$ cat src/shared/pgtm_pkg.sv
// Purpose: Shared constants for the power-good and thermal monitor block
// Assumes: 40 MHz ref_clk; 32-bit AHB-Lite register bus
// Notes: Offsets are byte addresses; temperatures are in whole degrees C
package pgtm_pkg;
    // ----------------------------------------------------------------
    // Clock and timing
    // ----------------------------------------------------------------
    localparam int CLK_MHZ = 40;
    localparam int DEGLITCH_US = 40;
    localparam int DEGLITCH_CYC = DEGLITCH_US * CLK_MHZ;
    localparam int INIT_US = 10;
    localparam int INIT_CYC = INIT_US * CLK_MHZ;

    // ----------------------------------------------------------------
    // Window comparator and thermal thresholds
    // ----------------------------------------------------------------
    localparam logic [18:0] WIN_LO_PCT = 19'h0_005E; // 94 percent
    localparam logic [18:0] WIN_HI_PCT = 19'h0_006A; // 106 percent
    localparam logic [18:0] PCT_FULL = 19'h0_0064;   // 100 percent
    localparam logic [7:0] TJ_WARN_SET = 8'h96;      // 150 C
    localparam logic [7:0] TJ_WARN_CLR = 8'h82;      // 130 C
    localparam logic [7:0] TJ_SHUT_SET = 8'hAA;      // 170 C
    localparam logic [7:0] TJ_SHUT_CLR = 8'h96;      // 150 C

    // ----------------------------------------------------------------
    // Register map
    // ----------------------------------------------------------------
    localparam logic [7:0] OFS_STATUS = 8'h00;
    localparam logic [7:0] OFS_CTRL = 8'h04;
    localparam logic [7:0] OFS_NOMINAL = 8'h08;
    localparam logic [7:0] OFS_STATE = 8'h0C;

    // Status bits
    localparam int ST_UNDER_BIT = 0;
    localparam int ST_OVER_BIT = 1;
    localparam int ST_THERMAL_WARNING_FLAG_BIT = 2;
    localparam int ST_THERMAL_SHUTDOWN_FLAG_BIT = 3;

    // Control bits
    localparam int CT_BLANK_BIT = 0;
    localparam int CT_SINGLE_BIT = 1;
    localparam int CT_DISCH_BIT = 2;
    localparam int CT_FFF_BIT = 3;

    // Reset values
    localparam logic [3:0] CTRL_RST = 4'h0;
    localparam logic [11:0] NOMINAL_RST = 12'h0_3E8;

    // Operating states
    typedef enum logic [2:0] {
        ST_INIT, ST_OFF, ST_SOFT, ST_RUN, ST_HOT, ST_LOCK
    } pgtm_state_t;
endpackage

$ cat src/design/pgtm_monitor.sv
// Purpose: Output-ok line, enable line and thermal fault control
// Assumes: Sensor words come from ref_clk logic; pins are asynchronous
// Notes: Zero-wait AHB-Lite slave; status flags clear on read
//
// The placing of the registers and register access over AHB-Lite were decided locally.
`timescale 1ns/1ps
// Contract
// - Primary drives output-ok; secondary only senses it after init
// - Out of window below 94 or above 106
// - Comparator result deglitched for 40 us
// - Undervoltage and overvoltage set their own flags
// - Window flags clear on read once condition ended
// - Blank comparator during voltage change when enabled
// - Hold output-ok low in fault and start states
// - All pull low in init; then primary only
// - Secondary sinks nothing until line high, then fixed-frequency
// - Secondary fault pulls enable low, not output-ok
// - Warning flag above 150, clears on read below 130
// - Above 170 stop, pull enable, discharge, flag
// - Below 150 restart soft start, release lines
// - Shutdown flag clears on read below 150
// - Shared enable stops and resumes whole stack
// - Sample clock-output pin at init for role
// - Clock-output pin pulled low means secondary
// - Clock-output pin floating high means primary
module pgtm_monitor #(
    parameter int VW = 12
) (
    input wire logic ref_clk,
    input wire logic rst_b,
    // AHB-Lite slave
    input wire logic hsel,
    input wire logic [31:0] haddr,
    input wire logic [1:0] htrans,
    input wire logic hwrite,
    input wire logic [2:0] hsize,
    input wire logic [31:0] hwdata,
    input wire logic hready,
    output logic hreadyout,
    output logic [31:0] hrdata,
    output logic hresp,
    // Converter core, same clock
    input wire logic [VW-1:0] vout_code,
    input wire logic [7:0] tj_code,
    input wire logic dynamic_voltage_change,
    input wire logic soft_start_done,
    input wire logic hiccup_active,
    input wire logic supply_low_lockout,
    input wire logic supply_high_lockout,
    input wire logic local_fault,
    // Shared pins
    input wire logic output_ok_line_i,
    output logic output_ok_line_o,
    output logic output_ok_line_oe,
    input wire logic enable_line_i,
    output logic enable_line_o,
    output logic enable_line_oe,
    input wire logic clk_out_pin_i,
    // Converter control
    output logic switching_en,
    output logic soft_start_req,
    output logic discharge_enable,
    output logic forced_fixed_frequency,
    output logic sink_allow,
    output logic role_primary
);
    import pgtm_pkg::*;

    // ----------------------------------------------------------------
    // Pin synchronisers
    // ----------------------------------------------------------------
    logic [2:0] pin_s1_ff;
    logic [2:0] pin_s2_ff;

    // Two flops for output-ok, enable and clock-output pins
    always_ff @(posedge ref_clk or negedge rst_b) begin
        if (!rst_b) begin
            pin_s1_ff <= 3'h0;
            pin_s2_ff <= 3'h0;
        end else begin
            pin_s1_ff <= {clk_out_pin_i, enable_line_i, output_ok_line_i};
            pin_s2_ff <= pin_s1_ff;
        end
    end
    wire logic ok_line = pin_s2_ff[0];
    wire logic en_line = pin_s2_ff[1];
    wire logic clk_out_lvl = pin_s2_ff[2];

    // ----------------------------------------------------------------
    // Registers and bus decode
    // ----------------------------------------------------------------
    logic [3:0] ctrl_ff;
    logic [VW-1:0] nominal_ff;
    logic [3:0] status_ff;
    logic [3:0] nxt_status;
    logic [31:0] hrdata_ff;
    logic [31:0] nxt_rdata;
    logic wr_pend_ff;
    logic [7:0] wr_addr_ff;
    logic role_primary_ff;
    logic fff_lat_ff;
    logic [11:0] init_cnt_ff;
    pgtm_state_t state_ff;
    pgtm_state_t nxt_state;

    // Address phase accepted on this edge
    wire logic acc = hsel && hready && htrans[1];
    wire logic rd_acc = acc && !hwrite;
    wire logic [7:0] a_ofs = haddr[7:0];
    wire logic rd_status = rd_acc && (a_ofs == OFS_STATUS);
    wire logic blank = ctrl_ff[CT_BLANK_BIT];
    wire logic single = ctrl_ff[CT_SINGLE_BIT];
    wire logic disch_bit = ctrl_ff[CT_DISCH_BIT];

    // ----------------------------------------------------------------
    // Window comparator and thermal compares
    // ----------------------------------------------------------------
    wire logic [18:0] v_scaled = 19'(vout_code) * PCT_FULL;
    wire logic [18:0] lo_lim = 19'(nominal_ff) * WIN_LO_PCT;
    wire logic [18:0] hi_lim = 19'(nominal_ff) * WIN_HI_PCT;
    wire logic under_raw = v_scaled < lo_lim;
    wire logic over_raw = v_scaled > hi_lim;
    wire logic blanked = blank && dynamic_voltage_change;
    wire logic win_raw = (under_raw || over_raw) && !blanked;
    wire logic win_bad;
    wire logic tj_warn = tj_code > TJ_WARN_SET;
    wire logic tj_warn_gone = tj_code < TJ_WARN_CLR;
    wire logic tj_hot = tj_code > TJ_SHUT_SET;
    wire logic tj_cool = tj_code < TJ_SHUT_CLR;
    wire logic lockout = supply_low_lockout || supply_high_lockout;

    // Deglitched out-of-window state
    pgtm_deglitch #(.CYC(DEGLITCH_CYC), .CW(12)) u_deglitch (
        .ref_clk(ref_clk),
        .rst_b(rst_b),
        .raw(win_raw),
        .filt(win_bad)
    );

    // ----------------------------------------------------------------
    // Sticky status: set wins over clearing read
    // ----------------------------------------------------------------
    wire logic clr_win = rd_status && !win_bad && !win_raw;
    assign nxt_status[ST_UNDER_BIT] = (win_bad && under_raw)
        || (status_ff[ST_UNDER_BIT] && !clr_win);
    assign nxt_status[ST_OVER_BIT] = (win_bad && over_raw)
        || (status_ff[ST_OVER_BIT] && !clr_win);
    assign nxt_status[ST_THERMAL_WARNING_FLAG_BIT] = tj_warn
        || (status_ff[ST_THERMAL_WARNING_FLAG_BIT] && !(rd_status && tj_warn_gone));
    assign nxt_status[ST_THERMAL_SHUTDOWN_FLAG_BIT] = tj_hot
        || (status_ff[ST_THERMAL_SHUTDOWN_FLAG_BIT] && !(rd_status && tj_cool));

    // ----------------------------------------------------------------
    // Read mux, captured at the address phase
    // ----------------------------------------------------------------
    wire logic [31:0] rd_state = {24'h00_0000, 1'b0, ok_line, win_bad, role_primary_ff,
        1'b0, state_ff};
    assign nxt_rdata = (a_ofs == OFS_STATUS) ? {28'h000_0000, status_ff} :
        (a_ofs == OFS_CTRL) ? {28'h000_0000, ctrl_ff} :
        (a_ofs == OFS_NOMINAL) ? {20'h0_0000, nominal_ff} :
        (a_ofs == OFS_STATE) ? rd_state : 32'h0000_0000;

    // Bus registers
    always_ff @(posedge ref_clk or negedge rst_b) begin
        if (!rst_b) begin
            hrdata_ff <= 32'h0000_0000;
            wr_pend_ff <= 1'b0;
            wr_addr_ff <= 8'h00;
            status_ff <= 4'h0;
        end else begin
            status_ff <= nxt_status;
            wr_pend_ff <= acc && hwrite;
            if (acc) begin
                wr_addr_ff <= a_ofs;
            end
            if (rd_acc) begin
                hrdata_ff <= nxt_rdata;
            end
        end
    end

    // Write data phase
    always_ff @(posedge ref_clk or negedge rst_b) begin
        if (!rst_b) begin
            ctrl_ff <= CTRL_RST;
            nominal_ff <= NOMINAL_RST;
        end else if (wr_pend_ff) begin
            if (wr_addr_ff == OFS_CTRL) begin
                ctrl_ff <= hwdata[3:0];
            end
            if (wr_addr_ff == OFS_NOMINAL) begin
                nominal_ff <= hwdata[VW-1:0];
            end
        end
    end

    assign hreadyout = 1'b1;
    assign hresp = 1'b0;
    assign hrdata = hrdata_ff;

    // ----------------------------------------------------------------
    // Operating state machine
    // ----------------------------------------------------------------
    wire logic init_end = init_cnt_ff == 12'(INIT_CYC - 1);

    // Thermal shutdown takes priority over lockout
    always_comb begin
        nxt_state = state_ff;
        unique case (state_ff)
            ST_INIT: begin
                if (init_end) begin
                    nxt_state = ST_OFF;
                end
            end
            ST_OFF, ST_SOFT, ST_RUN: begin
                if (tj_hot) begin
                    nxt_state = ST_HOT;
                end else if (lockout) begin
                    nxt_state = ST_LOCK;
                end else if (!en_line) begin
                    nxt_state = ST_OFF;
                end else if (state_ff == ST_OFF) begin
                    nxt_state = ST_SOFT;
                end else if (state_ff == ST_SOFT && soft_start_done) begin
                    nxt_state = ST_RUN;
                end
            end
            ST_HOT: begin
                if (tj_cool) begin
                    nxt_state = ST_OFF;
                end
            end
            ST_LOCK: begin
                if (tj_hot) begin
                    nxt_state = ST_HOT;
                end else if (!lockout) begin
                    nxt_state = ST_OFF;
                end
            end
        endcase
    end

    // State, init timer, role and fixed-frequency latch
    always_ff @(posedge ref_clk or negedge rst_b) begin
        if (!rst_b) begin
            state_ff <= ST_INIT;
            init_cnt_ff <= 12'h000;
            role_primary_ff <= 1'b1;
            fff_lat_ff <= 1'b0;
        end else begin
            state_ff <= nxt_state;
            if (state_ff == ST_INIT) begin
                init_cnt_ff <= init_cnt_ff + 12'h001;
            end
            if (state_ff == ST_INIT && init_end) begin
                role_primary_ff <= clk_out_lvl;
            end
            if (state_ff != ST_SOFT && state_ff != ST_RUN) begin
                fff_lat_ff <= 1'b0;
            end else if (!role_primary_ff && ok_line) begin
                fff_lat_ff <= 1'b1;
            end
        end
    end

    // ----------------------------------------------------------------
    // Pin drive and converter control
    // ----------------------------------------------------------------
    wire logic in_init = state_ff == ST_INIT;
    wire logic stopped = state_ff == ST_HOT || state_ff == ST_LOCK;
    wire logic hold_low = state_ff != ST_RUN || hiccup_active;
    wire logic pri_pull = role_primary_ff && (hold_low || win_bad);
    wire logic sec_fault = !role_primary_ff && local_fault;

    assign output_ok_line_o = 1'b0;
    assign output_ok_line_oe = in_init || pri_pull;
    assign enable_line_o = 1'b0;
    assign enable_line_oe = in_init || sec_fault
        || (stopped && !single);
    assign switching_en = (state_ff == ST_SOFT || state_ff == ST_RUN) && !hiccup_active;
    assign soft_start_req = state_ff == ST_OFF && nxt_state == ST_SOFT;
    assign discharge_enable = (stopped || state_ff == ST_OFF)
        && (disch_bit || !role_primary_ff);
    assign forced_fixed_frequency = role_primary_ff ? ctrl_ff[CT_FFF_BIT] : fff_lat_ff;
    assign sink_allow = role_primary_ff || fff_lat_ff;
    assign role_primary = role_primary_ff;
endmodule

$ cat src/design/pgtm_deglitch.sv
// Purpose: Stability filter for the window comparator result
// Assumes: raw comes from logic on ref_clk
// Notes: Output follows raw only after raw held steady for CYC cycles
`timescale 1ns/1ps
module pgtm_deglitch #(
    parameter int CYC = pgtm_pkg::DEGLITCH_CYC,
    parameter int CW = 12
) (
    input wire logic ref_clk,
    input wire logic rst_b,
    input wire logic raw,
    output logic filt
);
    import pgtm_pkg::*;

    logic [CW-1:0] cnt_ff;
    logic [CW-1:0] nxt_cnt;
    logic filt_ff;
    logic nxt_filt;
    wire logic differs = raw != filt_ff;
    wire logic done = cnt_ff == CW'(CYC - 1);

    // ----------------------------------------------------------------
    // Counter restarts whenever raw agrees with the output
    // ----------------------------------------------------------------
    assign nxt_cnt = (differs && !done) ? cnt_ff + 1'b1 : '0;
    assign nxt_filt = (differs && done) ? raw : filt_ff;
    assign filt = filt_ff;

    // State registers
    always_ff @(posedge ref_clk or negedge rst_b) begin
        if (!rst_b) begin
            cnt_ff <= '0;
            filt_ff <= 1'b0;
        end else begin
            cnt_ff <= nxt_cnt;
            filt_ff <= nxt_filt;
        end
    end
endmodule

$ cat config.mk
export PLATFORM = sky130hd
export DESIGN_NAME = pgtm_monitor
export DESIGN_NICKNAME = d
export VERILOG_FILES = /design/src/shared/pgtm_pkg.sv /design/src/design/pgtm_monitor.sv /design/src/design/pgtm_deglitch.sv
export SDC_FILE = /design/constraint.sdc
export NUM_CORES = 1
export LEC_CHECK = 0
export ABC_CLOCK_PERIOD_IN_PS = 15000
export BUFFER_PORTS_ARGS = -buffer_cell sky130_fd_sc_hd__buf_2
export CORE_UTILIZATION = 57
export DETAILED_ROUTE_END_ITERATION = 10
export PLACE_DENSITY_LB_ADDON = 0.2
export SLEW_MARGIN = 20
export SYNTH_ARGS = -nofsm -noshare
export SYNTH_HDL_FRONTEND = slang
export SYNTH_SLANG_ARGS = --single-unit
$ cat constraint.sdc
create_clock -name ref_clk -period 15 [get_ports ref_clk]
set_input_delay 1.5 -clock ref_clk [delete_from_list [all_inputs] [get_ports ref_clk]]
set_output_delay 1.5 -clock ref_clk [all_outputs]
set_load 0.03 [all_outputs]
==> flow_summary.rst <==
.. list-table::
   :header-rows: 1

   * - Metric
     - Value
   * - Outcome
     - finished with violations
   * - Violated checks
     - design-rule violations
   * - Detailed-route wire length per cell
     - 13.83 um
   * - Number of buffers on the longest clock path
     - 2
   * - Slowest stage delay, CP
     - 0.61 ns
   * - Width of the chip
     - 125.0 um
   * - Mapped Cells
     - 913
   * - Vias post-DR
     - 6,226
   * - Critical path's most frequent cell
     - sky130_fd_sc_hd__ha_1
   * - Pin count of the biggest net entering global routing
     - 78
   * - Max-slew violations
     - 0
   * - Critical-path top delay cell
     - sky130_fd_sc_hd__o21ai_2
   * - Final estimated routing congestion in global placement
     - 0.8381
   * - Post-synth top area share
     - 0.2105
   * - Post-Syn Area
     - 8618 sq um
   * - Number of gates resized after cts
     - 0
   * - Setup-violating endpoint count in the final report
     - 0
   * - Number of placed I/O pins
     - 147
   * - Initial DRT Pass Iterations
     - 9
   * - Proportion of power drawn by flip-flops and latches
     - 0.188
   * - Cells along the critical path
     - buf_2 -> ha_1 -> ha_1 -> fa_1 -> ha_1 -> nor2b_1 -> o21a_1 -> o21ai_0 -> a21oi_1 -> o31ai_1 -> mux2i_1 -> nor2_1 -> ha_1 -> and3_1 -> nand4_1 -> nor4_1 -> nand3_1 -> o21a_1 -> o21ai_2 -> mux2_2
   * - Mean cell area of the mapped netlist
     - 9.440 sq um
   * - Slew of the pin with the lowest slew margin
     - 0.9483 ns
   * - Net count, final
     - 1,284
   * - Synth warn
     - 0
   * - Unrepaired setup endpoints after global routing
     - false
   * - Yosys top cell by area
     - sky130_fd_sc_hd__ha_1
   * - Net switching share of the total power
     - 0.4526
   * - Met2 Track Usage GR
     - 0.3651
   * - Kind of capture point of the worst setup path
     - flip-flop
   * - Gate family responsible for the most delay along the worst path
     - adder cells
   * - Post-CTS setup buffer count
     - 0
   * - Sequential cell area fraction in the yosys report
     - 0.2246
   * - Clock tree root driver cell
     - sky130_fd_sc_hd__clkbuf_16
   * - Area of all placed cells without fillers
     - 9353 sq um
   * - Antenna violations before repair
     - 1
   * - Commonest register cell after synthesis
     - sky130_fd_sc_hd__dfrtp_1
   * - Ratio of cells with drive above 1 in the final layout
     - 0.1377
   * - GRT busiest layer
     - met2
   * - Largest family of logic cells by synthesized area
     - adder cells
   * - FFs w/ async S/R, synth
     - 1.000
   * - Summed negative setup slack over all endpoints
     - 0 ns
   * - Arithmetic-cell share of the synthesized area counting full adders, half adders and majority gates
     - 0.3336
   * - Area added between synthesis and finish
     - 8.522%
   * - Die Outline Area
     - 15,620 sq um
   * - CORE AREA
     - 14,640 sq um
   * - Portion of the clock cycle consumed by the worst path in the final layout
     - 0.4372
   * - Hold Violations, Final
     - 0
   * - Cell internal pwr
     - 0.7607 mW
   * - Clock network fraction of design power
     - 0.148
   * - Detailed placer's ending HPWL
     - 13,330 um
   * - Number of buffers added by the clock tree synthesis step
     - 9
   * - Peak VDD IR
     - 0.00008082 V
   * - Max Cap Viol
     - 0
   * - Placed instance area
     - 9066 sq um
   * - Hold Crit Class
     - flip-flop to flip-flop
   * - Routed WL
     - 16,210 um
   * - Power density cells
     - 148.6 nW/um^2
   * - Reported leakage power
     - 5.036 nW
   * - Count of unresolved DRC violations after routing
     - 6
   * - Post-DR vias/cell
     - 5.312
   * - Clock sink count
     - 77
   * - Clock input transition at the sequential cells of the worst setup and hold paths
     - 0.06 ns
   * - Most frequent cells after synthesis
     - 161 x sky130_fd_sc_hd__inv_1, 145 x sky130_fd_sc_hd__ha_1, 70 x sky130_fd_sc_hd__dfrtp_1, 53 x sky130_fd_sc_hd__fa_1, 47 x sky130_fd_sc_hd__nor2_1
   * - Arrival time at the worst endpoint
     - 6.77 ns
   * - Clock period minus final worst setup slack
     - 6.558 ns
   * - Number of synthesized register bits
     - 77
   * - TritonCTS clock tree
     - yes
   * - Inserted Diodes
     - 0
   * - CP Buf/Inv Count
     - 1
   * - Synthesized-area fraction occupied by ao, oa, aoi and oai cells
     - 0.1161
   * - Cell with the most instances after synthesis
     - sky130_fd_sc_hd__inv_1
   * - Slack of the worst reg-to-reg path
     - 8.68 ns
   * - Met1 track utilization from global routing
     - 0.3035
   * - Met3 demand-to-capacity share in global routing
     - 0.04322
   * - Achievable frequency
     - 0.1525 GHz
   * - Drt first-iter violations
     - 235
   * - Die extent in y
     - 125.0 um
   * - Via count of the first global-routing pass
     - 6,086
   * - Share of cell area taken by muxes after synthesis
     - 0.06286
   * - Number of buffers inserted by hold repair at cts
     - 0
   * - CP Data Required Time
     - 15.21 ns
   * - Effective utilization at floorplan
     - 0.5885
   * - WS Path Type
     - input port to flip-flop
   * - Count of standard-cell rows
     - 44
   * - Switching component of the power
     - 0.6289 mW
   * - Clock insertion delay at the later pin of the skew report
     - 0.33 ns
   * - Total congestion overflow
     - 0
   * - Combinational cell fraction of total power
     - 0.664
   * - DRT antenna net count
     - 0
   * - CP Launch Type
     - input port
   * - Area share of and/or/nand/nor cells after synthesis
     - 0.1098
   * - Top post-synthesis cells by area
     - sky130_fd_sc_hd__ha_1 21%, sky130_fd_sc_hd__dfrtp_1 20%, sky130_fd_sc_hd__fa_1 12%
   * - Global-route wire length before repair
     - 27,930 um
   * - Xor/xnor share of the synthesized area
     - 0.05386
   * - Overall fraction of global-route tracks in use
     - 0.2199
   * - Distinct cells, synth
     - 66
   * - EDFF count, synth
     - 0
   * - Final Skew
     - 0.007946 ns
   * - Number of levels in the clock H-tree
     - 3
   * - Count of buffers inserted at the top-level ports
     - 74
   * - Worst rel slew slack
     - 0.3678
   * - Max FO, Critical Path
     - 14
-- cells by family (layout without fill, tap and decap cells) --
group | after synthesis | after routing
AO/OA/AOI/OAI | 150 | 150
XOR/XNOR | 53 | 53
adder cells (fa/ha/maj) | 198 | 198
buffers and inverters | 199 | 252
flip-flops | 77 | 77
multiplexers | 46 | 46
other | 2 | 24
AND/OR/NAND/NOR | 188 | 188
-- stage by stage --
stage	power [mW]	setup slack, ns	util	hold slack (ns)	cells
final	1.390	8.442	0.6387	0.3480	1172
after global routing	1.549	8.011	0.6387	0.3519	1172
after CTS	1.403	8.390	0.6387	0.3499	1172
after detailed placement	1.189	8.045	0.6191	0.3363	1156
after global placement	1.167	8.092	0.6191	0.3359	1156
after floorplan	1.001	9.018	-	0.3312	935
-- sequential cells by signal, summed over array words and instances (netlist names), 3 cells and up --
signal,count
ctrl_ff,4
hrdata,12
init_cnt_ff,12
nominal_ff,12
pin_s1_ff,3
pin_s2_ff,3
state_ff,3
status_ff,4
u_deglitch.cnt_ff,12
wr_addr_ff,8
-- layout make-up --
class	instances	area [sq um]
inverters	162	609.3
clock inverters	4	30.03
flip-flops and latches	77	1936
repair buffers	74	372.9
well taps	184	230.2
clock buffers	12	256.5
multi-input cells	659	5918
fillers	1245	5291
-- per-layer routing --
layer / routed length [um] / up-vias
met2: 7415 / 97
met4: 138 / 2
met1: 8083 / 2931
li1: - / 3183
met3: 559 / 13
met5: 13 / -
-- path summary, 6_finish.rpt --
path | from | endpoint | depth (start not counted)
hold / removal | pin_s1_ff[2] | pin_s2_ff[2] | 0
hold reg to reg | pin_s1_ff[2] | pin_s2_ff[2] | 0
min in group asynchronous | rst_b | u_deglitch.cnt_ff[2] | 1
max in group asynchronous | rst_b | hrdata[11] | 1
setup / recovery | vout_code[2] | u_deglitch.cnt_ff[0] | 20
setup reg to reg | nominal_ff[6] | u_deglitch.cnt_ff[0] | 20
-- placed cells by master (no fill, tap or decap), types with 6 or more instances in the layout --
cell type	n
sky130_fd_sc_hd__a22o_1	10
sky130_fd_sc_hd__xor2_1	25
sky130_fd_sc_hd__nor2_1	47
sky130_fd_sc_hd__o21a_1	8
sky130_fd_sc_hd__mux2_2	30
sky130_fd_sc_hd__buf_2	73
sky130_fd_sc_hd__nor3_1	12
sky130_fd_sc_hd__inv_1	161
sky130_fd_sc_hd__ha_1	145
sky130_fd_sc_hd__nor2b_1	10
sky130_fd_sc_hd__fa_1	53
sky130_fd_sc_hd__nand3_1	26
sky130_fd_sc_hd__dfrtp_1	70
sky130_fd_sc_hd__conb_1	24
sky130_fd_sc_hd__o21ai_0	27
sky130_fd_sc_hd__nand2b_1	9
sky130_fd_sc_hd__a21oi_1	38
sky130_fd_sc_hd__mux2i_1	8
sky130_fd_sc_hd__nand2_1	40
sky130_fd_sc_hd__xnor2_1	28
sky130_fd_sc_hd__a21o_1	27
sky130_fd_sc_hd__dfstp_2	7
sky130_fd_sc_hd__or4_1	6
sky130_fd_sc_hd__clkbuf_16	9
sky130_fd_sc_hd__and3_1	11
-- power by group through the flow --
stage          Combinational (mW)  Sequential, mW  Clock, mW
2_1_floorplan               0.749           0.251          0
3_3_place_gp                0.903           0.264          0
3_5_place_dp                0.925           0.264          0
4_1_cts                     0.931           0.261      0.210
5_1_grt                      1.06           0.265      0.220
6_report                    0.923           0.261      0.206
(Power assumes the default switching activity.)
